**config.mk**
```make
export PLATFORM = sky130hd
export DESIGN_NAME = host_bus_handoff_async_port
export DESIGN_NICKNAME = d
export VERILOG_FILES = /design/src/hdl/host_port_pkg.sv /design/src/hdl/sync2.sv /design/src/hdl/host_bus_handoff_async_port.sv
export VERILOG_INCLUDE_DIRS = /design/src /design/src/hdl
export SDC_FILE = /design/constraint.sdc
export NUM_CORES = 1
export LEC_CHECK = 0
export CAP_MARGIN = 40
export CORE_MARGIN = 1.5
export CORE_UTILIZATION = 60
export CTS_CLUSTER_DIAMETER = 120
export DETAILED_ROUTE_END_ITERATION = 7
export DONT_BUFFER_PORTS = 1
export MAX_ROUTING_LAYER = met4
export PLACE_DENSITY = 0.87
export SETUP_SLACK_MARGIN = 0.4
export SYNTH_ARGS = -nofsm -noshare
export SYNTH_HDL_FRONTEND = slang
export SYNTH_SLANG_ARGS = --single-unit
```
**constraint.sdc**
```tcl
create_clock -name clk -period 2.9 [get_ports clk]
set_clock_uncertainty 0.1 [all_clocks]
set_input_delay 0.145 -clock clk [delete_from_list [all_inputs] [get_ports clk]]
set_output_delay 0.145 -clock clk [all_outputs]
set_load 0.02 [all_outputs]
```
**src/hdl/host_port_cfg.svh**
```systemverilog
// host port timing constants and grant reset level
// assumes a 125 MHz clk; included by host_port_pkg and the port module
// Function
// [RQ1] mastership passes via request and grant lines
// [RQ2] host asserts select and request first
// [RQ3] host strobes only after grant returned
// [RQ4] granted access reaches memory or io registers
// [RQ5] request and grant held through whole access
// [RQ6] first access uses address outside shared space
// [RQ7] host drives high address bit during grant
// [RQ8] request setup needed only for current cycle
// [RQ9] priority access asserted synchronously, released freely
// [RQ10] open-drain and active-drive ready styles
// [RQ11] ready low when select and request low
// [RQ12] ready released or high after grant
// [RQ13] active ready undriven when select or request high
// [RQ14] read holds ready low for read wait
// [RQ15] read data valid before ready release
// [RQ16] host holds read strobe until ready release
// [RQ17] write holds ready low for write wait
// [RQ18] host holds write strobe until ready release
// [RQ19] write address and data taken on strobe rise
// [RQ20] ready released on a clock edge
// [RQ21] host drops request, device withdraws grant
`ifndef HOST_PORT_CFG_SVH
`define HOST_PORT_CFG_SVH
`define CLK_PERIOD_PS      8000
`define READ_WAIT_PS       53000
`define READ_WAIT_CYC      ((`READ_WAIT_PS + `CLK_PERIOD_PS - 1) / `CLK_PERIOD_PS)
`define WRITE_WAIT_PS      15000
`define WRITE_WAIT_CYC     ((`WRITE_WAIT_PS + `CLK_PERIOD_PS - 1) / `CLK_PERIOD_PS)
`define GRANT_DELAY_CYC    2
`define RESET_GRANT_N      1'b1
`endif

```
**src/hdl/host_port_pkg.sv**
```systemverilog
// types for the host bus hand-off port
// assumes host_port_cfg.svh is on the include path
`include "host_port_cfg.svh"
package host_port_pkg;
	typedef enum logic [5:0]
	{
		ST_IDLE   = 6'b000001,
		ST_HOLD   = 6'b000010,
		ST_GRANT  = 6'b000100,
		ST_RWAIT  = 6'b001000,
		ST_WWAIT  = 6'b010000,
		ST_DONE   = 6'b100000
	} port_state_type;

	function automatic logic both_low(input logic a_n, input logic b_n);
		both_low = !a_n && !b_n;
	endfunction : both_low
endpackage : host_port_pkg

```
**src/hdl/sync2.sv**
```systemverilog
// two-flop synchroniser for a vector of pin inputs
// assumes inputs are asynchronous to clk; reset value is a parameter
`timescale 1ns/10ps
`default_nettype none
module sync2 #(
	parameter int          WIDTH = 1,
	parameter logic [WIDTH-1:0] INIT = '0
) (
	input  wire logic             clk,
	input  wire logic             rstn,
	input  wire logic [WIDTH-1:0] d,
	output logic      [WIDTH-1:0] q
);
	logic [WIDTH-1:0] meta_q;

	always_ff @(posedge clk or negedge rstn)
	begin
		if (!rstn)
		begin
			meta_q <= INIT;
			q      <= INIT;
		end
		else
		begin
			meta_q <= d;
			q      <= meta_q;
		end
	end
endmodule : sync2
`default_nettype wire

```
**src/hdl/host_bus_handoff_async_port.sv**
```systemverilog
// host bus hand-off and asynchronous host access port
// assumes host pins asynchronous; memory behind it answers in one cycle
`timescale 1ns/10ps
`default_nettype none
`include "host_port_cfg.svh"
module host_bus_handoff_async_port
	import host_port_pkg::*;
#(
	parameter int AW = 32,
	parameter int DW = 48,
	parameter int NPROC = 4
) (
	input  wire logic             clk,
	input  wire logic             rstn,
	input  wire logic             chip_select_n,
	input  wire logic             host_bus_request_n,
	input  wire logic             host_read_n,
	input  wire logic             host_write_n,
	input  wire logic [AW-1:0]    host_addr,
	input  wire logic [DW-1:0]    host_wdata,
	input  wire logic             ready_active_drive,
	input  wire logic [NPROC-1:0] processor_bus_request_lines,
	input  wire logic             core_priority_access_n,
	input  wire logic             bus_idle,
	output logic                  host_bus_grant_n,
	output logic                  host_ready_o,
	output logic                  host_ready_oe,
	output logic [DW-1:0]         host_rdata,
	output logic                  host_rdata_oe,
	output logic                  mem_rd,
	output logic                  mem_wr,
	output logic [AW-1:0]         mem_addr,
	output logic [DW-1:0]         mem_wdata,
	input  wire logic [DW-1:0]    mem_rdata
);
	localparam logic [7:0] RD_WAIT = 8'(`READ_WAIT_CYC);
	localparam logic [7:0] WR_WAIT = 8'(`WRITE_WAIT_CYC);
	localparam logic [7:0] GR_WAIT = 8'(`GRANT_DELAY_CYC);

	logic [3:0] pin_s;
	logic       cs_s, req_s, rd_s, wr_s;
	logic       busy_others;

	// strobes and request cross into clk before any decision
	sync2 #(.WIDTH(4), .INIT(4'hf)) u_sync (
		.clk (clk),
		.rstn(rstn),
		.d   ({chip_select_n, host_bus_request_n, host_read_n, host_write_n}),
		.q   (pin_s)
	);
	assign {cs_s, req_s, rd_s, wr_s} = pin_s;

	port_state_type state_q, state_d;
	logic [7:0]     cnt_q, cnt_d;
	logic           wr_prev_q;
	logic           sel_req, write_rise, cpa_held;

	// core priority access is only sampled; release need not meet setup
	assign cpa_held    = !core_priority_access_n; // [RQ9]
	assign busy_others = !bus_idle || cpa_held; // [RQ1]
	assign sel_req     = both_low(cs_s, req_s); // [RQ11]
	assign write_rise  = !wr_prev_q && wr_s;

	always_comb
	begin
		state_d = state_q;
		cnt_d   = (cnt_q != 8'h00) ? cnt_q - 8'h01 : 8'h00;
		case (state_q)
			ST_IDLE:
				if (sel_req)
				begin
					state_d = ST_HOLD;
					cnt_d   = GR_WAIT;
				end
			ST_HOLD:
				if (!sel_req)
					state_d = ST_IDLE;
				else if (cnt_q == 8'h00 && !busy_others)
					state_d = ST_GRANT; // [RQ1] [RQ21]
			ST_GRANT:
				if (req_s)
					state_d = ST_IDLE; // [RQ21]
				else if (!rd_s && !cs_s)
				begin
					state_d = ST_RWAIT;
					cnt_d   = RD_WAIT; // [RQ14]
				end
				else if (!wr_s && !cs_s)
				begin
					state_d = ST_WWAIT;
					cnt_d   = WR_WAIT; // [RQ17]
				end
			ST_RWAIT:
				if (cnt_q == 8'h01)
					state_d = ST_DONE;
			ST_WWAIT:
				if (cnt_q <= 8'h01 && write_rise)
					state_d = ST_GRANT;
				else if (cnt_q == 8'h01)
					state_d = ST_DONE;
			ST_DONE:
				// wait for the strobe to rise before the next access
				if (rd_s && wr_s)
					state_d = ST_GRANT;
			default:
				state_d = ST_IDLE;
		endcase
	end

	logic grant_d, rdy_low_d, rdy_oe_d, ready_hi;
	assign grant_d   = state_d inside {ST_GRANT, ST_RWAIT, ST_WWAIT, ST_DONE};
	assign rdy_low_d = state_d inside {ST_HOLD, ST_RWAIT, ST_WWAIT};
	assign ready_hi  = ready_active_drive && sel_req; // [RQ13]
	// open-drain only pulls low; active drive also drives high
	assign rdy_oe_d  = rdy_low_d || ready_hi; // [RQ10] [RQ12]

	always_ff @(posedge clk or negedge rstn)
	begin
		if (!rstn)
		begin
			state_q          <= ST_IDLE;
			cnt_q            <= 8'h00;
			wr_prev_q        <= 1'b1;
			host_bus_grant_n <= `RESET_GRANT_N;
			host_ready_o     <= 1'b0;
			host_ready_oe    <= 1'b0;
		end
		else
		begin
			state_q          <= state_d;
			cnt_q            <= cnt_d;
			wr_prev_q        <= wr_s;
			host_bus_grant_n <= !grant_d; // [RQ5]
			host_ready_o     <= !rdy_low_d; // [RQ20]
			host_ready_oe    <= rdy_oe_d; // [RQ11] [RQ14] [RQ17]
		end
	end

	// pin buses delayed by two flops to line up with the synchronised strobes
	// limitation: the host must hold a word about one cycle past its strobe
	logic [AW-1:0]  addr_p1_q, addr_p2_q;
	logic [DW-1:0]  wdat_p1_q, wdat_p2_q;

	always_ff @(posedge clk or negedge rstn)
	begin
		if (!rstn)
		begin
			addr_p1_q <= '0;
			addr_p2_q <= '0;
			wdat_p1_q <= '0;
			wdat_p2_q <= '0;
		end
		else
		begin
			addr_p1_q <= host_addr;
			addr_p2_q <= addr_p1_q;
			wdat_p1_q <= host_wdata;
			wdat_p2_q <= wdat_p1_q;
		end
	end

	// data path: read data latched while ready is still low
	always_ff @(posedge clk or negedge rstn)
	begin
		if (!rstn)
		begin
			host_rdata    <= '0;
			host_rdata_oe <= 1'b0;
			mem_rd        <= 1'b0;
			mem_wr        <= 1'b0;
			mem_addr      <= '0;
			mem_wdata     <= '0;
		end
		else
		begin
			mem_rd <= state_d == ST_RWAIT && state_q == ST_GRANT; // [RQ4]
			mem_wr <= write_rise && state_q == ST_WWAIT
				|| write_rise && state_q == ST_DONE; // [RQ19]
			if (state_q == ST_GRANT)
				mem_addr <= addr_p2_q; // [RQ4]
			else if (write_rise)
				mem_addr <= addr_p2_q; // [RQ19]
			if (write_rise)
				mem_wdata <= wdat_p2_q; // [RQ19]
			if (state_q == ST_RWAIT && cnt_q == 8'h03)
				host_rdata <= mem_rdata; // [RQ15]
			host_rdata_oe <= state_d inside {ST_RWAIT, ST_DONE} && !rd_s;
		end
	end

	a_grant_needs_req: assert property (@(posedge clk) // [RQ5]
		disable iff (!rstn) !host_bus_grant_n |-> $past(!req_s))
		else $error("grant without request");
	a_ready_low_sel: assert property (@(posedge clk) // [RQ11]
		disable iff (!rstn) $rose(sel_req) && state_q == ST_IDLE
		|=> host_ready_oe && !host_ready_o)
		else $error("ready not pulled low");
	a_read_wait_len: assert property (@(posedge clk) // [RQ14]
		disable iff (!rstn) state_q == ST_GRANT && state_d == ST_RWAIT
		|=> (!host_ready_o)[*7])
		else $error("read wait short");
	a_write_wait_len: assert property (@(posedge clk) // [RQ17]
		disable iff (!rstn) state_q == ST_GRANT && state_d == ST_WWAIT
		|=> (!host_ready_o)[*2])
		else $error("write wait short");
	a_active_off: assert property (@(posedge clk) // [RQ13]
		disable iff (!rstn) !sel_req && state_q == ST_IDLE
		&& state_d == ST_IDLE |=> !host_ready_oe)
		else $error("ready driven idle");
	a_grant_ready_up: assert property (@(posedge clk) // [RQ12]
		disable iff (!rstn) $fell(host_bus_grant_n) |-> host_ready_o)
		else $error("ready low at grant");
	a_ready_high_grant: assert property (@(posedge clk) // [RQ12]
		disable iff (!rstn) host_ready_oe && host_ready_o |-> !host_bus_grant_n)
		else $error("ready high without grant");
	a_write_capture: assert property (@(posedge clk) // [RQ19]
		disable iff (!rstn) mem_wr |-> mem_wdata == $past(host_wdata, 3))
		else $error("write data wrong");
	a_grant_drop: assert property (@(posedge clk) // [RQ21]
		disable iff (!rstn) state_q == ST_GRANT && req_s |=> host_bus_grant_n)
		else $error("grant not withdrawn");
	c_read: cover property (@(posedge clk) disable iff (!rstn)
		state_q == ST_RWAIT ##[1:20] state_q == ST_DONE);
	c_write: cover property (@(posedge clk) disable iff (!rstn) mem_wr);
	c_release: cover property (@(posedge clk) disable iff (!rstn)
		$rose(host_bus_grant_n));
endmodule : host_bus_handoff_async_port
`default_nettype wire

```
[After elaboration in Yosys (flattened, before gate mapping)]
Index checks and enable logic that the tools add are counted.
Operators by class
  $add $sub $neg: 1
  magnitude comparators: 1
  equal/unequal tests: 13
  multiplexer cells: 18
  reduce and logical (&&, ||, !) cells: 32
Operators by type and width (number)
  $mux W32: 2
  $mux W6: 9
  $mux W8: 5
  $pmux W6 S6: 1
  $pmux W8 S2: 1
  $logic_and A1 B1 Y1: 13
  $eq A6 B2 Y1 const B: 2
  $eq A6 B3 Y1 const B: 2
  $eq A6 B4 Y1 const B: 2
  $eq A6 B5 Y1 const B: 2
  $eq A6 B6 Y1 const B: 2
  $logic_not A1 Y1: 10
  $eq A8 B1 Y1 const B: 1
  $eq A8 B2 Y1 const B: 1
  $le A8 B1 Y1 const B: 1
  $logic_not A8 Y1: 1
  $reduce_bool A8 Y1: 1
  $sub A8 B1 Y8 const B: 1
  $eq A6 B1 Y1 const B: 1
  $reduce_bool A2 Y1: 2
  $reduce_bool A4 Y1: 1
  $logic_or A1 B1 Y1: 3
  $reduce_bool A3 Y1: 1
Storage, ports and cells
  flip-flop bits (word level): 317
  input bits: 141
  output and inout port bits: 134
  word-level logic and storage cells: 83

[Depth between registers and ports, before layout]
  depth in word-level cells: 10
  depth in mapped cells: 7
  depth with buffers taken out: 7

[By module]
A second synthesis with hierarchy kept.
Second synthesis, totals
  cell total of the unflattened synthesis: 563
  area, all modules: 10193.5 um2
Modules (own cells, without submodules)
  host_bus_handoff_async_port: times used 1, cells each 555, area an instance 9983.3 um2, seq. area each 7736.2 um2
  sync2: times used 1, cells each 8, area an instance 210.2 um2, seq. area each 210.2 um2

[Worst setup path after synthesis]
Ideal clock, no wire load.
  kind: register to register
  from: register state_q[4]
  to: register mem_addr[10]
  setup time: 0.125 ns
  data arrival time: 1.878 ns
  required time: 2.675 ns
  path slack: 0.796 ns
  cell stages (with the launch flop): 7
  path buffers: 2
  clock period less this slack: 2.104 ns
  cells stage by stage: dfrtp_1 or4_4 or2_4 nor2b_4 buf_6 buf_12 mux2_4
Between the ends
  longest elaborated chain between the ends: 2
  elaborated cells on any way between the ends: 3
  classes of those cells: 1 x eq/ne; 1 x mux; 1 x reduce/logical
RTL lines
  start, declared: RTL line host_bus_handoff_async_port.sv:53  | port_state_type state_q, state_d;
  start signal, assigned: RTL line host_bus_handoff_async_port.sv:130  | state_q <= state_d;
  $eq A6 B3 Y1 *: RTL line host_bus_handoff_async_port.sv:179  | if (state_q == ST_GRANT)
  $mux W32 / $reduce_bool A2 Y1 (equally long branches)
  end signal, assigned: RTL line host_bus_handoff_async_port.sv:180  | mem_addr <= addr_p2_q;
  end signal, assigned: RTL line host_bus_handoff_async_port.sv:182  | mem_addr <= addr_p2_q;
  end, declared: RTL line host_bus_handoff_async_port.sv:32  | output logic [AW-1:0] mem_addr,
Every way passes the cells marked *; elsewhere a longest branch is shown, timed or not.
A chain may end at the register's enable or synchronous reset.

[Final worst setup path]
Same ends and word-level chain as after synthesis.

==> metrics.txt <==
number of distinct library cells after synthesis 52; number of post-CTS setup repair buffers 0; part of the Yosys area used for sequential elements 77.26%; min-delay worst type input pin to async pin; gate count of the mapped netlist 562; count of pins over their slew limit 0; yosys synthesis warning count 0; violations in the final reports hold timing; routed wire length 20730 µm; Commonest cells post-synth 306 x sky130_fd_sc_hd__dfrtp_1, 98 x sky130_fd_sc_hd__mux2_2, 30 x sky130_fd_sc_hd__mux2_4; number of antenna violations at the first check in global routing 0; prevailing post-synth register cell sky130_fd_sc_hd__dfrtp_1; final design utilization 77.76%; DRC marker count from the first detailed-route iteration 154; run status complete, but fails checks; TritonCTS Buffers 30; netlist area before placement 10280 µm²; Critical Path Start Type register; crit path setup slack, layout 0.5533 ns; total of flip-flops plus latches after synthesis 317; critical path start-end classification register to register; aggregate global routing overflow 0; most frequent cell after synthesis sky130_fd_sc_hd__dfrtp_1; RSZ-0062 raised after global routing false; clock-pin slew of the registers on the worst-case setup and hold paths 0.06 ns; router iterations before antenna repair 4; core area 16640 µm²; Max H-tree Level 1; Max Clock Freq 426.1 MHz; async set-or-reset flop fraction in the synthesized netlist 100.0%; Longest Clk Path Bufs 3; insertion delay to the later sink of the worst-skew pair 0.54 ns; clock tree from TritonCTS built; x dimension of the die 133.9 µm; routability-driven placement congestion ratio 0.8275; # rows 47; DR DRC count 0; number of top-level pins 275; placed standard-cell area 10480 µm²; Root Buffer Master sky130_fd_sc_hd__clkbuf_16; post-route insts no fill 964; Net count, final 864; layout overhead on the synthesized area 25.83%; Vert. Die Dim 133.9 µm; via count of the first global-routing pass 5770; drt wl/cell 21.50 µm; crit path max fanout 32; relative slew slack 40.63%; WP data arrival 2.66 ns; Inst Count DP 772; via density per instance 5.378; vias post-DR 5184; top cell type's share of synthesized area 74.45%; Die Footprint 17940 µm²; largest area contributor in the netlist sky130_fd_sc_hd__dfrtp_1; post-synthesis average cell area 18.30 µm²; final-layout worst hold slack -0.7962 ns; number of I/O port buffers 0; number of buffers inserted for hold repair after clock tree synthesis 135; antenna-violating nets left 0; sinks on the clock net 317; shortest period the worst path allows 2.347 ns; share of layout cells above drive strength 1 27.73%; first-pass GRT wire length 32210 µm; post-route clock period utilization 80.92%; setup-violating endpoint count in the final report 0; top cells by area, synth sky130_fd_sc_hd__dfrtp_1 74%, sky130_fd_sc_hd__mux2_2 11%, sky130_fd_sc_hd__mux2_4 4.4%, sky130_fd_sc_hd__dfstp_2 2.8%, sky130_fd_sc_hd__buf_12 0.58%; post-route cell area 12940 µm²; global-route usage over all layers 24.15%; placed wire-length estimate 11470 µm; Power Density 807.2 nW/µm²; largest vdd supply drop 593.0 µV; worst-case setup slack after placement 0.5659 ns; max-cap violation count 0; CP required 3.22 ns; Critical Path End Type register; slew of the pin with the lowest slew margin 0.8838 ns; Leakage 5.791 nW; maximum number of pins on one net before global-route repair 318; initial cell density of the core 61.80%; Post-synth EDFFs 0; final hold violations 317; Mapped Nets 707; setup TNS 0 ns
[cell type report]
| type | instances | area, µm² |
|---|---|---|
| diodes | 1 | 2.502 |
| clock buffers | 39 | 835.8 |
| clock inverters | 17 | 267.8 |
| fillers | 873 | 3701 |
| inverters | 5 | 18.77 |
| multi-input cells | 225 | 2206 |
| flip-flops and latches | 317 | 7946 |
| well taps | 220 | 275.3 |
| repair buffers | 140 | 1389 |
[power by group]
part / internal (mW) / switching (mW) / leakage [nW] / total, mW
logic: 0.466 / 0.332 / 1.54 / 0.798
registers: 4.82 / 0.566 / 3.71 / 5.39
clock network: 2.65 / 1.61 / 0.536 / 4.26
total: 7.94 / 2.50 / 5.79 / 10.4
[worst max-delay path, cell delays in order (launching register included)]
cell and delay, ns:
sky130_fd_sc_hd__dfrtp_1 0.45, sky130_fd_sc_hd__or4_4 0.59, sky130_fd_sc_hd__or2_4 0.27, sky130_fd_sc_hd__nor2b_4 0.13
sky130_fd_sc_hd__buf_4 0.30, sky130_fd_sc_hd__mux2_4 0.37
[placed cells by master, fill, tap and decap left out, types with 4 or more instances in the layout]
cell and n:
sky130_fd_sc_hd__dfrtp_1 306, sky130_fd_sc_hd__dlygate4sd3_1 135, sky130_fd_sc_hd__mux2_2 98, sky130_fd_sc_hd__clkbuf_16 31
sky130_fd_sc_hd__mux2_4 30, sky130_fd_sc_hd__nor2_1 13, sky130_fd_sc_hd__dfstp_2 11, sky130_fd_sc_hd__nand2_1 10
sky130_fd_sc_hd__clkinv_2 7, sky130_fd_sc_hd__bufinv_16 7, sky130_fd_sc_hd__nor3_1 5, sky130_fd_sc_hd__clkbuf_1 5
sky130_fd_sc_hd__buf_4 5, sky130_fd_sc_hd__inv_1 4, sky130_fd_sc_hd__nand2b_1 4, sky130_fd_sc_hd__nand3b_1 4
sky130_fd_sc_hd__xor2_1 4, sky130_fd_sc_hd__o31ai_1 4, sky130_fd_sc_hd__o21ai_0 4, sky130_fd_sc_hd__ha_1 4
[path summary, 6_finish.rpt]
path / from / slack, ns / to / cells past startpoint
worst max-delay path: state_q[4] / 0.55 / mem_addr[10] / 5
worst min-delay path: rstn / -0.80 / addr_p2_q[4] / 0
worst max register to register: state_q[4] / 0.55 / mem_addr[10] / 5
worst min register to register: addr_p1_q[5] / 0.25 / addr_p2_q[5] / 0
max in group asynchronous: rstn / 3.16 / wr_prev_q / 0
min in group clk: host_wdata[12] / 0.06 / wdat_p1_q[12] / 1
[flip-flops by register name (all words and copies together), names as in the netlist, 4 cells and up]
name,count
host_rdata,48
mem_wdata,48
wdat_p1_q,48
wdat_p2_q,48
addr_p1_q,32
addr_p2_q,32
mem_addr,32
cnt_q,8
state_q,6
u_sync.meta_q,4
u_sync.q,4
[metal layers]
| metal | GRT usage [%] | wire, µm |
|---|---|---|
| met1 | 28.97 | 7906 |
| met2 | 39.43 | 10540 |
| met3 | 7.105 | 1656 |
| met4 | 8.394 | 625 |
| met5 | - | 0 |
[cell families (layout without fill, tap and decap cells)]
group / count (synthesis) / after routing / synth area share, %
flip-flops: 317 / 317 / 77.26
AO/OA/AOI/OAI: 26 / 26 / 1.776
AND/OR/NAND/NOR: 61 / 61 / 3.492
adder cells (fa/ha/maj): 4 / 4 / 0.4866
other: 0 / 1 / 0
multiplexers: 128 / 128 / 15.11
XOR/XNOR: 6 / 6 / 0.5109
buffers and inverters: 20 / 201 / 1.362
[what timing repair did]
item,4_1_cts,5_1_grt
gates resized for setup,0,0
endpoints found under the setup margin,0,0
endpoints found under the hold margin,452,317
[metrics by stage]
step	hold WS, ns	power [mW]
5_1_grt	-0.8204	10.84
3_5_place_dp	-0.2443	6.089
2_1_floorplan	-0.2506	5.880
4_1_cts	-0.8179	10.48
6_report	-0.7962	10.45
3_3_place_gp	-0.2447	6.020
No activity file was read; power rests on OpenSTA's default activity.
